### config.mk
export PLATFORM = sky130hd
export DESIGN_NAME = csl_limiter
export DESIGN_NICKNAME = d
export VERILOG_FILES = /design/src/csl_pkg.sv /design/src/csl_limiter.sv
export VERILOG_INCLUDE_DIRS = /design/src
export SDC_FILE = /design/constraint.sdc
export NUM_CORES = 1
export LEC_CHECK = 0
export BUFFER_PORTS_ARGS = -buffer_cell sky130_fd_sc_hd__buf_2
export CAP_MARGIN = 20
export CORE_UTILIZATION = 62
export CTS_BUF_LIST = sky130_fd_sc_hd__clkbuf_8
export DETAILED_ROUTE_END_ITERATION = 7
export PLACE_DENSITY = 0.85
export SLEW_MARGIN = 30
export SYNTH_ARGS = -nofsm -noshare
export SYNTH_HDL_FRONTEND = slang
export SYNTH_SLANG_ARGS = --single-unit
### constraint.sdc
create_clock -name clk_i -period 14.6 [get_ports clk_i]
set_input_delay 2.92 -clock clk_i [delete_from_list [all_inputs] [get_ports clk_i]]
set_output_delay 2.92 -clock clk_i [all_outputs]
set_load 0.01 [all_outputs]
### src/csl_params.svh
`ifndef CSL_PARAMS_SVH
`define CSL_PARAMS_SVH

// Voltage ceilings in mV and steps
`define CSL_V_REF_MV        16'h09A1  // 2465 mV
`define CSL_V_CEIL0_MV      16'h20F0  // 8432 mV
`define CSL_V_CEIL1_MV      16'h3160  // 12640 mV
`define CSL_V_CEIL2_MV      16'h41E0  // 16864 mV
`define CSL_V_CEIL3_MV      16'h5240  // 21056 mV
`define CSL_V_CEIL4_MV      16'h8000  // 32768 mV
`define CSL_V_FINE_STEP     16'h0010  // 16 mV
`define CSL_V_COARSE_STEP   16'h0020  // 32 mV
// Current full scales in mA
`define CSL_I_FS0_MA        16'h03FF  // 1023 mA
`define CSL_I_FS1_MA        16'h07FE  // 2046 mA
`define CSL_I_FS2_MA        16'h0FFC  // 4092 mA
`define CSL_I_FS3_MA        16'h1FF8  // 8184 mA
`define CSL_I_WAKE_MA       16'h0050  // 80 mA
// Modulator scaling: normal-mode duty = 80 percent of request/full scale
`define CSL_DUTY_NUM        32'h00000004
`define CSL_DUTY_DEN        32'h00000005
`define CSL_LOW_SHIFT       4
// Low-current PWM: one of 8 fast slots high
`define CSL_PWM_SLOTS       3'h7
// Slow modulator step
`define CSL_CLK_HZ          50000000
`define CSL_SLOW_STEP_MS    45
`define CSL_SLOW_CYCLES     ((`CSL_CLK_HZ / 1000) * `CSL_SLOW_STEP_MS)
`endif

### src/csl_pkg.sv
package csl_pkg;
  typedef enum logic [1:0] {
    CSL_CHG_RESET      = 2'b00,
    CSL_CHG_WAKE       = 2'b01,
    CSL_CHG_CONTROLLED = 2'b10,
    CSL_CHG_NONE       = 2'b11
  } csl_chg_state_e;

  // Analog comparator results
  typedef struct packed {
    logic [2:0] ilim_cmp;   // Thermometer code from current selector
    logic [3:0] vlim_cmp;   // Thermometer code from voltage selector
    logic       batt_hi;    // Battery above 89 percent of adapter
    logic       batt_lo;    // Battery below 87 percent of adapter
  } csl_cmp_s;

  // Set-point results
  typedef struct packed {
    logic [15:0] volt_dac;
    logic        volt_overrange;
    logic        low_current_mode;
    logic        current_scale_gate;
  } csl_out_s;
endpackage : csl_pkg

### src/csl_limiter.sv
`timescale 1ns/1ps
`include "csl_params.svh"
module csl_limiter
  import csl_pkg::*;
#(
  parameter int unsigned SLOW_CYCLES = `CSL_SLOW_CYCLES
) (
  input  wire logic           clk_i,
  input  wire logic           nrst_i,
  input  wire csl_cmp_s       cmp_i,
  input  wire logic           adapter_present_flag_i,
  input  wire csl_chg_state_e chg_state_i,
  input  wire logic           inhibit_charge_i,
  input  wire logic           wakeup_i,
  input  wire logic           volt_wr_i,
  input  wire logic [15:0]    requested_voltage_cmd_i,
  input  wire logic           curr_wr_i,
  input  wire logic [15:0]    requested_current_cmd_i,
  output csl_out_s            dac_o,
  output logic [1:0]          current_range_select_o,
  output logic [2:0]          voltage_range_select_o,
  output logic                battery_over_input_flag_o,
  output logic                charge_enable_out_o
);

  // Count of set bits in a thermometer code
  function automatic logic [2:0] therm_count(input logic [3:0] t);
    therm_count = 3'(t[0]) + 3'(t[1]) + 3'(t[2]) + 3'(t[3]);
  endfunction : therm_count

  function automatic logic [15:0] i_full_scale(input logic [1:0] sel);
    case (sel)
      2'h0:    i_full_scale = `CSL_I_FS0_MA;
      2'h1:    i_full_scale = `CSL_I_FS1_MA;
      2'h2:    i_full_scale = `CSL_I_FS2_MA;
      default: i_full_scale = `CSL_I_FS3_MA;
    endcase
  endfunction : i_full_scale

  function automatic logic [15:0] v_ceiling(input logic [2:0] sel);
    case (sel)
      3'h0:    v_ceiling = `CSL_V_CEIL0_MV;
      3'h1:    v_ceiling = `CSL_V_CEIL1_MV;
      3'h2:    v_ceiling = `CSL_V_CEIL2_MV;
      3'h3:    v_ceiling = `CSL_V_CEIL3_MV;
      default: v_ceiling = `CSL_V_CEIL4_MV;
    endcase
  endfunction : v_ceiling

  logic [1:0]  cur_sel;
  logic [2:0]  vol_sel;
  logic [15:0] volt_req;
  logic [15:0] curr_req;
  logic [15:0] next_volt_dac;
  logic        next_over;
  logic [15:0] i_fs;
  logic [15:0] v_step;
  logic [15:0] i_code;
  logic [15:0] mod_target;
  logic [16:0] accum;
  logic        ds_bit;
  logic        low_mode;
  logic [2:0]  pwm_slot;
  logic [31:0] slow_cnt;
  logic        ds_step;
  logic [15:0] volt_code;
  logic        volt_over;
  logic        low_current;
  logic        scale_gate;

  // Range decode from comparator ladders; the range is the count of set bits, so a gap or glitch still counts every high bit
  always_ff @(posedge clk_i) begin
    if (!nrst_i) begin
      cur_sel <= 2'h0;
      vol_sel <= 3'h0;
    end else begin
      cur_sel <= 2'(therm_count({1'b0, cmp_i.ilim_cmp}));
      vol_sel <= therm_count(cmp_i.vlim_cmp);
    end
  end
  assign current_range_select_o = cur_sel;
  assign voltage_range_select_o = vol_sel;

  // Capture requests; they reach the DAC paths one clock later
  always_ff @(posedge clk_i) begin
    if (!nrst_i) begin
      volt_req <= 16'h0000;
      curr_req <= 16'h0000;
    end else begin
      if (volt_wr_i) volt_req <= requested_voltage_cmd_i;
      if (curr_wr_i) curr_req <= requested_current_cmd_i;
    end
  end

  // Voltage path: offset, floor, ceiling, step quantise
  always_comb begin
    v_step = (vol_sel < 3'h2) ? `CSL_V_FINE_STEP : `CSL_V_COARSE_STEP;
    next_over = 1'b0;
    if (volt_req < `CSL_V_REF_MV) begin
      next_volt_dac = 16'h0000;
    end else if (volt_req > v_ceiling(vol_sel)) begin
      next_volt_dac = v_ceiling(vol_sel) - `CSL_V_REF_MV;
      next_over = 1'b1;
    end else begin
      next_volt_dac = volt_req - `CSL_V_REF_MV;
    end
    next_volt_dac = next_volt_dac & ~(v_step - 16'h0001);
  end

  // Registered voltage set-point; overrange is a level that follows the clamp
  always_ff @(posedge clk_i) begin
    if (!nrst_i) begin
      volt_code <= 16'h0000;
      volt_over <= 1'b0;
    end else begin
      volt_code <= next_volt_dac;
      volt_over <= next_over;
    end
  end

  // Current request clamped to range, wake-up code overrides
  always_comb begin
    i_fs = i_full_scale(cur_sel);
    if (wakeup_i) begin
      i_code = `CSL_I_WAKE_MA;
    end else if (curr_req > i_fs) begin
      i_code = i_fs;
    end else begin
      i_code = curr_req;
    end
    // Granularity of the range
    i_code = (i_code >> cur_sel) << cur_sel;
    low_mode = (i_code < (i_fs >> `CSL_LOW_SHIFT));
    // Normal mode scales to 80 percent duty; low mode gates full 1/8 pulses
    if (low_mode) begin
      mod_target = i_code;
    end else begin
      mod_target = 16'((32'(i_code) * `CSL_DUTY_NUM) / `CSL_DUTY_DEN);
    end
  end

  // Slow step enable for low-current mode
  always_ff @(posedge clk_i) begin
    if (!nrst_i || !low_mode) begin
      slow_cnt <= 32'h0000_0000;
    end else if (slow_cnt == SLOW_CYCLES - 1) begin
      slow_cnt <= 32'h0000_0000;
    end else begin
      slow_cnt <= slow_cnt + 32'h0000_0001;
    end
  end
  assign ds_step = !low_mode || (slow_cnt == SLOW_CYCLES - 1);

  // First-order delta-sigma against full scale; low mode uses fs/8 per on bit
  always_ff @(posedge clk_i) begin
    if (!nrst_i) begin
      accum  <= 17'h00000;
      ds_bit <= 1'b0;
    end else if (ds_step) begin
      if ({1'b0, accum[15:0]} + {1'b0, mod_target} >=
          {1'b0, low_mode ? (i_fs >> 3) : i_fs}) begin
        accum  <= 17'({1'b0, accum[15:0]} + {1'b0, mod_target}
                  - {1'b0, low_mode ? (i_fs >> 3) : i_fs});
        ds_bit <= 1'b1;
      end else begin
        accum  <= 17'({1'b0, accum[15:0]} + {1'b0, mod_target});
        ds_bit <= 1'b0;
      end
    end
  end

  // Fast 1/8 duty PWM slot counter
  always_ff @(posedge clk_i) begin
    if (!nrst_i) begin
      pwm_slot <= 3'h0;
    end else begin
      pwm_slot <= pwm_slot + 3'h1;
    end
  end

  // Registered mode and gate; in low mode only one fast slot in eight can pass
  always_ff @(posedge clk_i) begin
    if (!nrst_i) begin
      scale_gate  <= 1'b0;
      low_current <= 1'b0;
    end else begin
      low_current <= low_mode;
      scale_gate  <= low_mode ? (ds_bit && pwm_slot == `CSL_PWM_SLOTS)
                              : ds_bit;
    end
  end

  // Pack the set-points; each field keeps a single clocked driver
  assign dac_o = '{volt_dac:           volt_code,
                   volt_overrange:     volt_over,
                   low_current_mode:   low_current,
                   current_scale_gate: scale_gate};

  // Power-fail flag with hysteresis; adapter absent wins
  always_ff @(posedge clk_i) begin
    if (!nrst_i) begin
      battery_over_input_flag_o <= 1'b0;
    end else if (!adapter_present_flag_i) begin
      battery_over_input_flag_o <= 1'b0;
    end else if (cmp_i.batt_hi) begin
      battery_over_input_flag_o <= 1'b1;
    end else if (cmp_i.batt_lo) begin
      battery_over_input_flag_o <= 1'b0;
    end
  end

  // Charge enable per charger state
  always_ff @(posedge clk_i) begin
    if (!nrst_i) begin
      charge_enable_out_o <= 1'b0;
    end else begin
      case (chg_state_i)
        CSL_CHG_WAKE:       charge_enable_out_o <= !inhibit_charge_i;
        CSL_CHG_CONTROLLED: charge_enable_out_o <= !inhibit_charge_i &&
                                                   (volt_req != 16'h0000);
        default:            charge_enable_out_o <= 1'b0;
      endcase
    end
  end
endmodule : csl_limiter

==> results of run 1 <==
[Yosys cell counts, types with 23 or more instances]
library cell / instances / share of area (%)
a21oi_1: 57 / 3.5
clkbuf_1: 44 / 2.0
dfxtp_1: 106 / 26
ha_1: 56 / 8.5
inv_1: 51 / 2.3
mux2i_1: 43 / 5.3
nand2_1: 73 / 3.3
nand3_1: 29 / 1.8
nor2_1: 161 / 7.4
nor3_1: 34 / 2.1
o21ai_0: 42 / 2.6
xnor2_1: 36 / 3.8
xor2_1: 23 / 2.5
[power by group]
| part | switching, mW | internal, mW | total, mW |
|---|---|---|---|
| Combinational | 0.512 | 0.386 | 0.898 |
| Clock | 0.104 | 0.103 | 0.208 |
| Sequential | 0.0256 | 0.323 | 0.348 |
| Total | 0.641 | 0.812 | 1.45 |
[area by class of cell]
cell class | instances | area, um2 | share of cell area [%]
well taps | 172 | 215.2 | 2.408
inverters | 53 | 202.7 | 2.268
clock buffers | 10 | 137.6 | 1.540
repair buffers | 92 | 515.5 | 5.769
clock inverters | 6 | 96.34 | 1.078
flip-flops and latches | 106 | 2122 | 23.75
repair inverters | 1 | 5.005 | 0.05601
multi-input cells | 837 | 5642 | 63.13
[critical path, delay by kind of cell]
family | cells | cell delay (ns)
AO/OA/AOI/OAI | 24 | 5.06
AND/OR/NAND/NOR | 17 | 3.08
adder cells (fa/ha/maj) | 5 | 1.37
buffers and inverters | 3 | 0.61
multiplexers | 2 | 0.49
XOR/XNOR | 1 | 0.20
[per-stage QoR]
step | utilization, % | setup slack, ns | std cells | hold slack [ns]
detailed placement | 67.34 | 0.4554 | 1252 | 0.4417
global placement | 67.31 | 0.7879 | 1252 | 0.4101
floorplan | - | 1.907 | 1059 | 0.3992
global route | 69.96 | 0.01834 | 1277 | 0.4910
finish | 69.96 | 1.177 | 1277 | 0.4587
CTS | 69.17 | 0.8360 | 1268 | 0.4573
[layer usage]
layer	global-route usage (%)	vias up	routed length [um]
met2	46.35	237	8681
li1	-	3852	-
met3	5.922	35	1168
met4	8.186	0	341
met1	40.69	3577	9059
met5	0	-	0
[sequential cells by signal, summed over array words and instances, names as in the netlist, named ones only]
| name | flops |
|---|---|
| scale_gate | 1 |
| voltage_range_select_o | 3 |
| accum | 16 |
| volt_over | 1 |
| charge_enable_out_o | 1 |
| volt_req | 16 |
| current_range_select_o | 2 |
| ds_bit | 1 |
| pwm_slot | 3 |
| slow_cnt | 32 |
| curr_req | 16 |
| volt_code | 11 |
| low_current | 1 |
| battery_over_input_flag_o | 1 |
[how the worst max path moves through the flow]
stage,from,end,cells after the start
after detailed placement,wakeup_i,accum[14],52
after CTS,wakeup_i,accum[14],52
after global routing,wakeup_i,accum[14],52
final,wakeup_i,accum[1],52
after floorplan,wakeup_i,accum[11],54
after global placement,wakeup_i,accum[14],52
[cells by family after synthesis]
family	after synthesis	share of synthesized area (%)
and+or+nand+nor	425	25.28
AOI/OAI and AO/OA	238	20.83
buffers and inverters	116	6.013
DFF	106	25.89
adders and majority gates	63	9.890
xor gates and xnor gates	60	6.639
muxes	44	5.418
other	1	0.04574
[what timing repair did]
action / CTS / global route
endpoints found under the hold margin: 0 / 0
setup buffers: 0 / 8
gates resized for setup: 0 / 11
setup endpoints to repair: 0 / 16
==> impl_metrics.json, run 1 <==
{
  "ir_drop_uv": 97.92,
  "maxCapViolations": 0,
  "ys_async_sr_fraction_pct": 0,
  "fin_tns_setup_ns": 0,
  "tightestPinTransition_ns": 0.8305,
  "cts.path.max_buffers": 2,
  "fin_crit_ns": 13.42,
  "core_um2": 12770,
  "netlist_area_um2": 8198,
  "powerDensity_nw_per_um2": 162.7,
  "final-hold-violation-count": 0,
  "holdCritStartpoint": "ds_bit",
  "nFillCells": 1027,
  "grt_pass1_wl_um": 32260,
  "io_pins": 76,
  "hold_end": "scale_gate",
  "layout_commonest_cell": "nor2_1",
  "grt-ovfl-total": 0,
  "slew_headroom_pct": 44.43,
  "startpoint_type": "input pin",
  "rsz0062_at_grt": "no",
  "ys_seq_area_share_pct": 25.89,
  "routed_wl_um": 19250,
  "track_usage_pct": 29.35,
  "status": "finished, final reports clean",
  "hp-class": "reg2reg",
  "synth_cells": 1053,
  "dp_hpwl_um": 13970,
  "first_pass_iters": 5,
  "rows": 41,
  "worstPathArrival_ns": 13.74,
  "yosysUniqueCellTypes": 96,
  "maxSlewViolCount": 0,
  "drive_gt1_share_pct": 14.21,
  "cp.required_ns": 14.92,
  "die_h_um": 117.0,
  "diodes": 0,
  "critPathMaxStageDelay_ns": 0.61,
  "synth-seq-cells": 106,
  "cts_sinks": 106,
  "cp_max_fo": 25,
  "die-area_um2": 13690,
  "antenna_left": 0,
  "grt_max_degree": 41,
  "start_util_pct": 64.18,
  "wl_per_cell_um": 15.08,
  "drt_iter0_markers": 632,
  "finClkSkew_ns": 0.01606,
  "path_common_cell": "o21ai_0",
  "max_freq_ghz": 0.07450,
  "mostFrequentLayoutCells": "nor2_1 (161), dfxtp_1 (106), nand2_1 (72)",
  "rr_startpoint": "current_range_select_o[1]",
  "setup_viol": 0,
  "htree_levels": 3,
  "syn2layout_area_growth_pct": 9.005,
  "synth_top_flop_cell": "dfxtp_1",
  "remaining_drc_errors": 0,
  "criticalPathCategory": "in2reg",
  "grt_pass1_vias": 6884,
  "avgSynthCellArea_um2": 7.785,
  "insertion_delay_ns": 0.38,
  "rrSetupSlack_ns": 1.83,
  "hold_path_depth": 1,
  "num_vias": 7701,
  "reg2reg_depth": 55,
  "yosysWarnings": 0,
  "io_buffers": 71,
  "place_area_um2": 8602,
  "cts.hold.buffers_added": 0,
  "numCtsBuffers": 9,
  "final_area_um2": 8936,
  "cts.clk_slew.worst_paths_ns": 0.10,
  "viasPerCell": 6.031,
  "gp_congestion": 0.9827,
  "antenna_found_initial": 0,
  "cp-end-kind": "flip-flop",
  "period_share_pct": 91.94,
  "crit_path_top_delay_cell": "or4b_2",
  "fp.dieW_um": 117.0,
  "clockRootBuffer": "clkbuf_8",
  "nets": 1210,
  "power_mw": 1.454,
  "tritoncts": "built",
  "p_leak_nw": 3.765,
  "worstReg2RegEnd": "accum[1]",
  "synth-edff-count": 0
}
No activity file was read; power rests on OpenSTA's default activity.
==> run 2: changes to the inputs <==
--- a/config.mk
+++ b/config.mk
@@ -11,7 +11,9 @@
 export CORE_UTILIZATION = 62
 export CTS_BUF_LIST = sky130_fd_sc_hd__clkbuf_8
 export DETAILED_ROUTE_END_ITERATION = 7
+export GPL_ROUTABILITY_DRIVEN = 0
 export PLACE_DENSITY = 0.85
+export RECOVER_POWER = 100
 export SLEW_MARGIN = 30
 export SYNTH_ARGS = -nofsm -noshare
 export SYNTH_HDL_FRONTEND = slang
==> impl_metrics.json, run 2 (synthesized netlist as in run 1, its figures left out) <==
{
  "mostFrequentLayoutCells": "nor2_1 (161), dfxtp_1 (106), nand2_1 (73)",
  "cts.clk_slew.worst_paths_ns": 0.09,
  "maxCapViolations": 0,
  "final-hold-violation-count": 0,
  "p_leak_nw": 3.633,
  "start_util_pct": 64.18,
  "crit_buf_inv": 4,
  "track_usage_pct": 29.27,
  "multiInputGateArea_um2": 5645,
  "antenna_found_initial": 0,
  "nFillCells": 1061,
  "drt_iter0_markers": 760,
  "grt-ovfl-total": 0,
  "io_buffers": 71,
  "nets": 1208,
  "fp.dieW_um": 117.0,
  "cp.required_ns": 14.89,
  "cts.path.max_buffers": 2,
  "layout_commonest_cell": "nor2_1",
  "slew_headroom_pct": 30.01,
  "viasPerCell": 6.060,
  "rrSetupSlack_ns": 1.98,
  "cts.hold.buffers_added": 0,
  "path_common_cell": "o21ai_0",
  "cts_sinks": 106,
  "die_h_um": 117.0,
  "remaining_drc_errors": 0,
  "setup_viol": 0,
  "antenna_left": 0,
  "htree_levels": 3,
  "core_um2": 12770,
  "critPathTopFamily": "compound AO/OA/AOI/OAI gates",
  "io_pins": 76,
  "hold_end": "pwm_slot[0]",
  "ir_drop_uv": 92.57,
  "holdCritStartpoint": "pwm_slot[0]",
  "num_vias": 7720,
  "dp_hpwl_um": 13970,
  "cp-end-kind": "flip-flop",
  "powerDensity_nw_per_um2": 159.8,
  "fin_crit_ns": 13.46,
  "insertion_delay_ns": 0.38,
  "crit_path_top_delay_cell": "or4b_2",
  "startpoint_type": "input pin",
  "diodes": 0,
  "cp_max_fo": 24,
  "finClkSkew_ns": 0.01861,
  "wl_per_cell_um": 14.86,
  "syn2layout_area_growth_pct": 7.723,
  "routed_wl_um": 18930,
  "grt_max_degree": 50,
  "grt_pass1_wl_um": 32420,
  "period_share_pct": 92.22,
  "hp-class": "reg2reg",
  "numCtsBuffers": 9,
  "maxSlewViolCount": 0,
  "first_pass_iters": 5,
  "largest-register": "slow_cnt",
  "rr_startpoint": "current_range_select_o[1]",
  "die-area_um2": 13690,
  "rows": 41,
  "worstReg2RegEnd": "accum[14]",
  "power_mw": 1.411,
  "place_ws_ns": 0.4167,
  "tightestPinTransition_ns": 1.050,
  "reg2reg_depth": 55,
  "grt_pass1_vias": 7020,
  "critPathMaxStageDelay_ns": 0.62,
  "largest_reg_flops": 32,
  "clockRootBuffer": "clkbuf_8",
  "regArea_um2": 2122,
  "status": "finished, final reports clean",
  "hold_path_depth": 1,
  "max_freq_ghz": 0.07427,
  "criticalPathCategory": "in2reg",
  "tritoncts": "built",
  "setup_ws_ns": 1.136,
  "worstPathArrival_ns": 13.76,
  "drive_gt1_share_pct": 11.52
}
-- run 2: how the worst max path moves through the flow --
stage,from,to,cells past startpoint
after floorplan,wakeup_i,accum[11],54
after global placement,wakeup_i,accum[14],52
after detailed placement,wakeup_i,accum[14],52
after CTS,wakeup_i,accum[14],52
after global routing,wakeup_i,accum[14],52
final,wakeup_i,accum[14],52
-- run 2: what timing repair did --
item	4_1_cts	5_1_grt
setup buffers	0	7
gates resized for setup	0	11
hold endpoints to repair	0	0
setup endpoints to repair	0	16
-- run 2: power by group --
part           switching [mW]  internal (mW)  total [mW]  leakage [nW]
clock network           0.102         0.0635       0.166        0.0880
logic                   0.514          0.383       0.897          2.68
registers              0.0253          0.323       0.348         0.870
-- run 2: area by class of cell --
| class | count | share of cell area [%] |
|---|---|---|
| Clock inverter | 6 | 0.5667 |
| Multi-Input combinational cell | 837 | 63.93 |
| Inverter | 53 | 2.295 |
| Tap cell | 172 | 2.437 |
| Timing Repair Buffer | 91 | 5.341 |
| Clock buffer | 9 | 1.403 |
| Sequential cell | 106 | 24.03 |
-- run 2: per-stage QoR --
stage          instances  hold slack [ns]  cell area [um2]  utilization [%]  TNS (ns)
3_3_place_gp        1252           0.4099             8598            67.31         0
2_1_floorplan       1059           0.3992             8220                -         0
4_1_cts             1267           0.4379             8780            68.73         0
5_1_grt             1274           0.4543             8831            69.14  -0.02718
6_report            1274           0.4370             8831            69.14         0
3_5_place_dp        1252           0.4250             8606            67.37         0
-- run 2: routing by layer --
layer / part of all wire, % / wire length, um / global-route usage (%)
met4: 1.3 / 244 / 7.426
met2: 46 / 8739 / 47.02
met5: 0 / 0 / 0
met1: 47 / 8844 / 40.77
met3: 5.8 / 1102 / 4.995
==> run 3: changes to the inputs <==
--- a/config.mk
+++ b/config.mk
@@ -12,7 +12,7 @@
 export CTS_BUF_LIST = sky130_fd_sc_hd__clkbuf_8
 export DETAILED_ROUTE_END_ITERATION = 7
 export GPL_ROUTABILITY_DRIVEN = 0
-export PLACE_DENSITY = 0.85
+export PLACE_DENSITY = 0.83
 export RECOVER_POWER = 100
 export SLEW_MARGIN = 30
 export SYNTH_ARGS = -nofsm -noshare
==> impl_metrics.json, run 3 (synthesized netlist as in run 1, its figures left out) <==
{
  "critical_path_cell_count": 52,
  "largest-register": "slow_cnt",
  "grt_pass1_wl_um": 32550,
  "hp-class": "reg2reg",
  "place_ws_ns": 0.3706,
  "worstReg2RegEnd": "accum[14]",
  "antenna_found_initial": 0,
  "startpoint_type": "input pin",
  "timing.hold.ws_ns": 0.4512,
  "clockRootBuffer": "clkbuf_8",
  "grt_max_degree": 50,
  "rrSetupSlack_ns": 1.80,
  "grt-ovfl-total": 0,
  "numCtsBuffers": 9,
  "num_vias": 7700,
  "track_usage_pct": 29.32,
  "criticalPathCategory": "in2reg",
  "remaining_drc_errors": 0,
  "postLayoutCoreUtil_pct": 69.34,
  "power_mw": 1.433,
  "nFillCells": 1078,
  "tritoncts": "built",
  "worstPathArrival_ns": 13.90,
  "syn2layout_area_growth_pct": 8.043,
  "path_common_cell": "o21ai_0",
  "io_pins": 76,
  "drive_gt1_share_pct": 11.62,
  "cp-end-kind": "flip-flop",
  "die_h_um": 117.0,
  "maxSlewViolCount": 0,
  "tightestPinTransition_ns": 0.8859,
  "cts_sinks": 106,
  "antenna_left": 0,
  "critPathMaxStageDelay_ns": 0.61,
  "cts.hold.buffers_added": 0,
  "period_share_pct": 93.08,
  "p_leak_nw": 3.650,
  "critPathTopFamily": "compound AO/OA/AOI/OAI gates",
  "cts.path.max_buffers": 2,
  "status": "finished, final reports clean",
  "cts.clk_slew.worst_paths_ns": 0.10,
  "grt_pass1_vias": 7133,
  "setup_viol": 0,
  "first_pass_iters": 6,
  "nets": 1207,
  "rr_startpoint": "current_range_select_o[1]",
  "routed_wl_um": 19280,
  "dp.cells": 1253,
  "setup_ws_ns": 1.010,
  "core_um2": 12770,
  "diodes": 0,
  "final_cells": 1274,
  "multiInputGateArea_um2": 5630,
  "ir_drop_uv": 88.90,
  "powerDensity_nw_per_um2": 161.8,
  "viasPerCell": 6.044,
  "start_util_pct": 64.18,
  "die-area_um2": 13690,
  "regArea_um2": 2122,
  "maxCapViolations": 0,
  "rows": 41,
  "htree_levels": 3,
  "crit_path_end": "accum[14]",
  "layout_commonest_cell": "nor2_1",
  "cp.required_ns": 14.91,
  "cp-startpoint": "wakeup_i",
  "dp_hpwl_um": 14070,
  "cp_max_fo": 24,
  "fin_crit_ns": 13.59,
  "io_buffers": 71,
  "drt_iter0_markers": 686,
  "finClkSkew_ns": 0.01962,
  "mostFrequentLayoutCells": "nor2_1 (161), dfxtp_1 (106), nand2_1 (72)",
  "crit_buf_inv": 4,
  "slew_headroom_pct": 40.94,
  "max_freq_ghz": 0.07359,
  "largest_reg_flops": 32,
  "crit_path_top_delay_cell": "or4b_2",
  "final-hold-violation-count": 0,
  "insertion_delay_ns": 0.39,
  "fp.dieW_um": 117.0,
  "wl_per_cell_um": 15.13,
  "reg2reg_depth": 56
}
-- run 3: how the worst min path moves through the flow --
stage,from,endpoint,slack (ns),cells after the start
final,pwm_slot[0],pwm_slot[0],0.45,1
after global routing,pwm_slot[0],pwm_slot[0],0.47,1
after CTS,pwm_slot[0],pwm_slot[0],0.45,1
after detailed placement,pwm_slot[0],pwm_slot[0],0.44,1
after global placement,pwm_slot[0],pwm_slot[0],0.41,1
after floorplan,pwm_slot[0],pwm_slot[0],0.40,1
-- run 3: cell type report --
| type | count | share of cell area, % |
|---|---|---|
| multi-input cells | 837 | 63.57 |
| clock buffers | 10 | 1.554 |
| clock inverters | 6 | 0.9465 |
| flip-flops and latches | 106 | 23.96 |
| inverters | 53 | 2.288 |
| well taps | 172 | 2.430 |
| repair buffers | 90 | 5.255 |
-- run 3: what timing repair did --
item,CTS,global route
endpoints found under the setup margin,0,16
buffers inserted,0,5
gates resized for setup,0,9
-- run 3: through the flow --
step | TNS [ns] | instance area (um2)
6_report | 0 | 8857
5_1_grt | -0.0007478 | 8857
4_1_cts | 0 | 8827
3_5_place_dp | 0 | 8606
3_3_place_gp | 0 | 8606
2_1_floorplan | 0 | 8220
-- run 3: per-layer routing --
layer	GRT usage [%]	vias up	wire length, um
li1	-	3858	-
met1	39.64	3496	8950
met2	47.42	305	8657
met3	5.149	41	1297
met4	9.620	0	371
met5	0	-	0
-- run 3: where the power goes --
| part | internal (mW) | switching [mW] |
|---|---|---|
| sequential | 0.323 | 0.0265 |
| combinational | 0.380 | 0.507 |
| clock | 0.0881 | 0.108 |
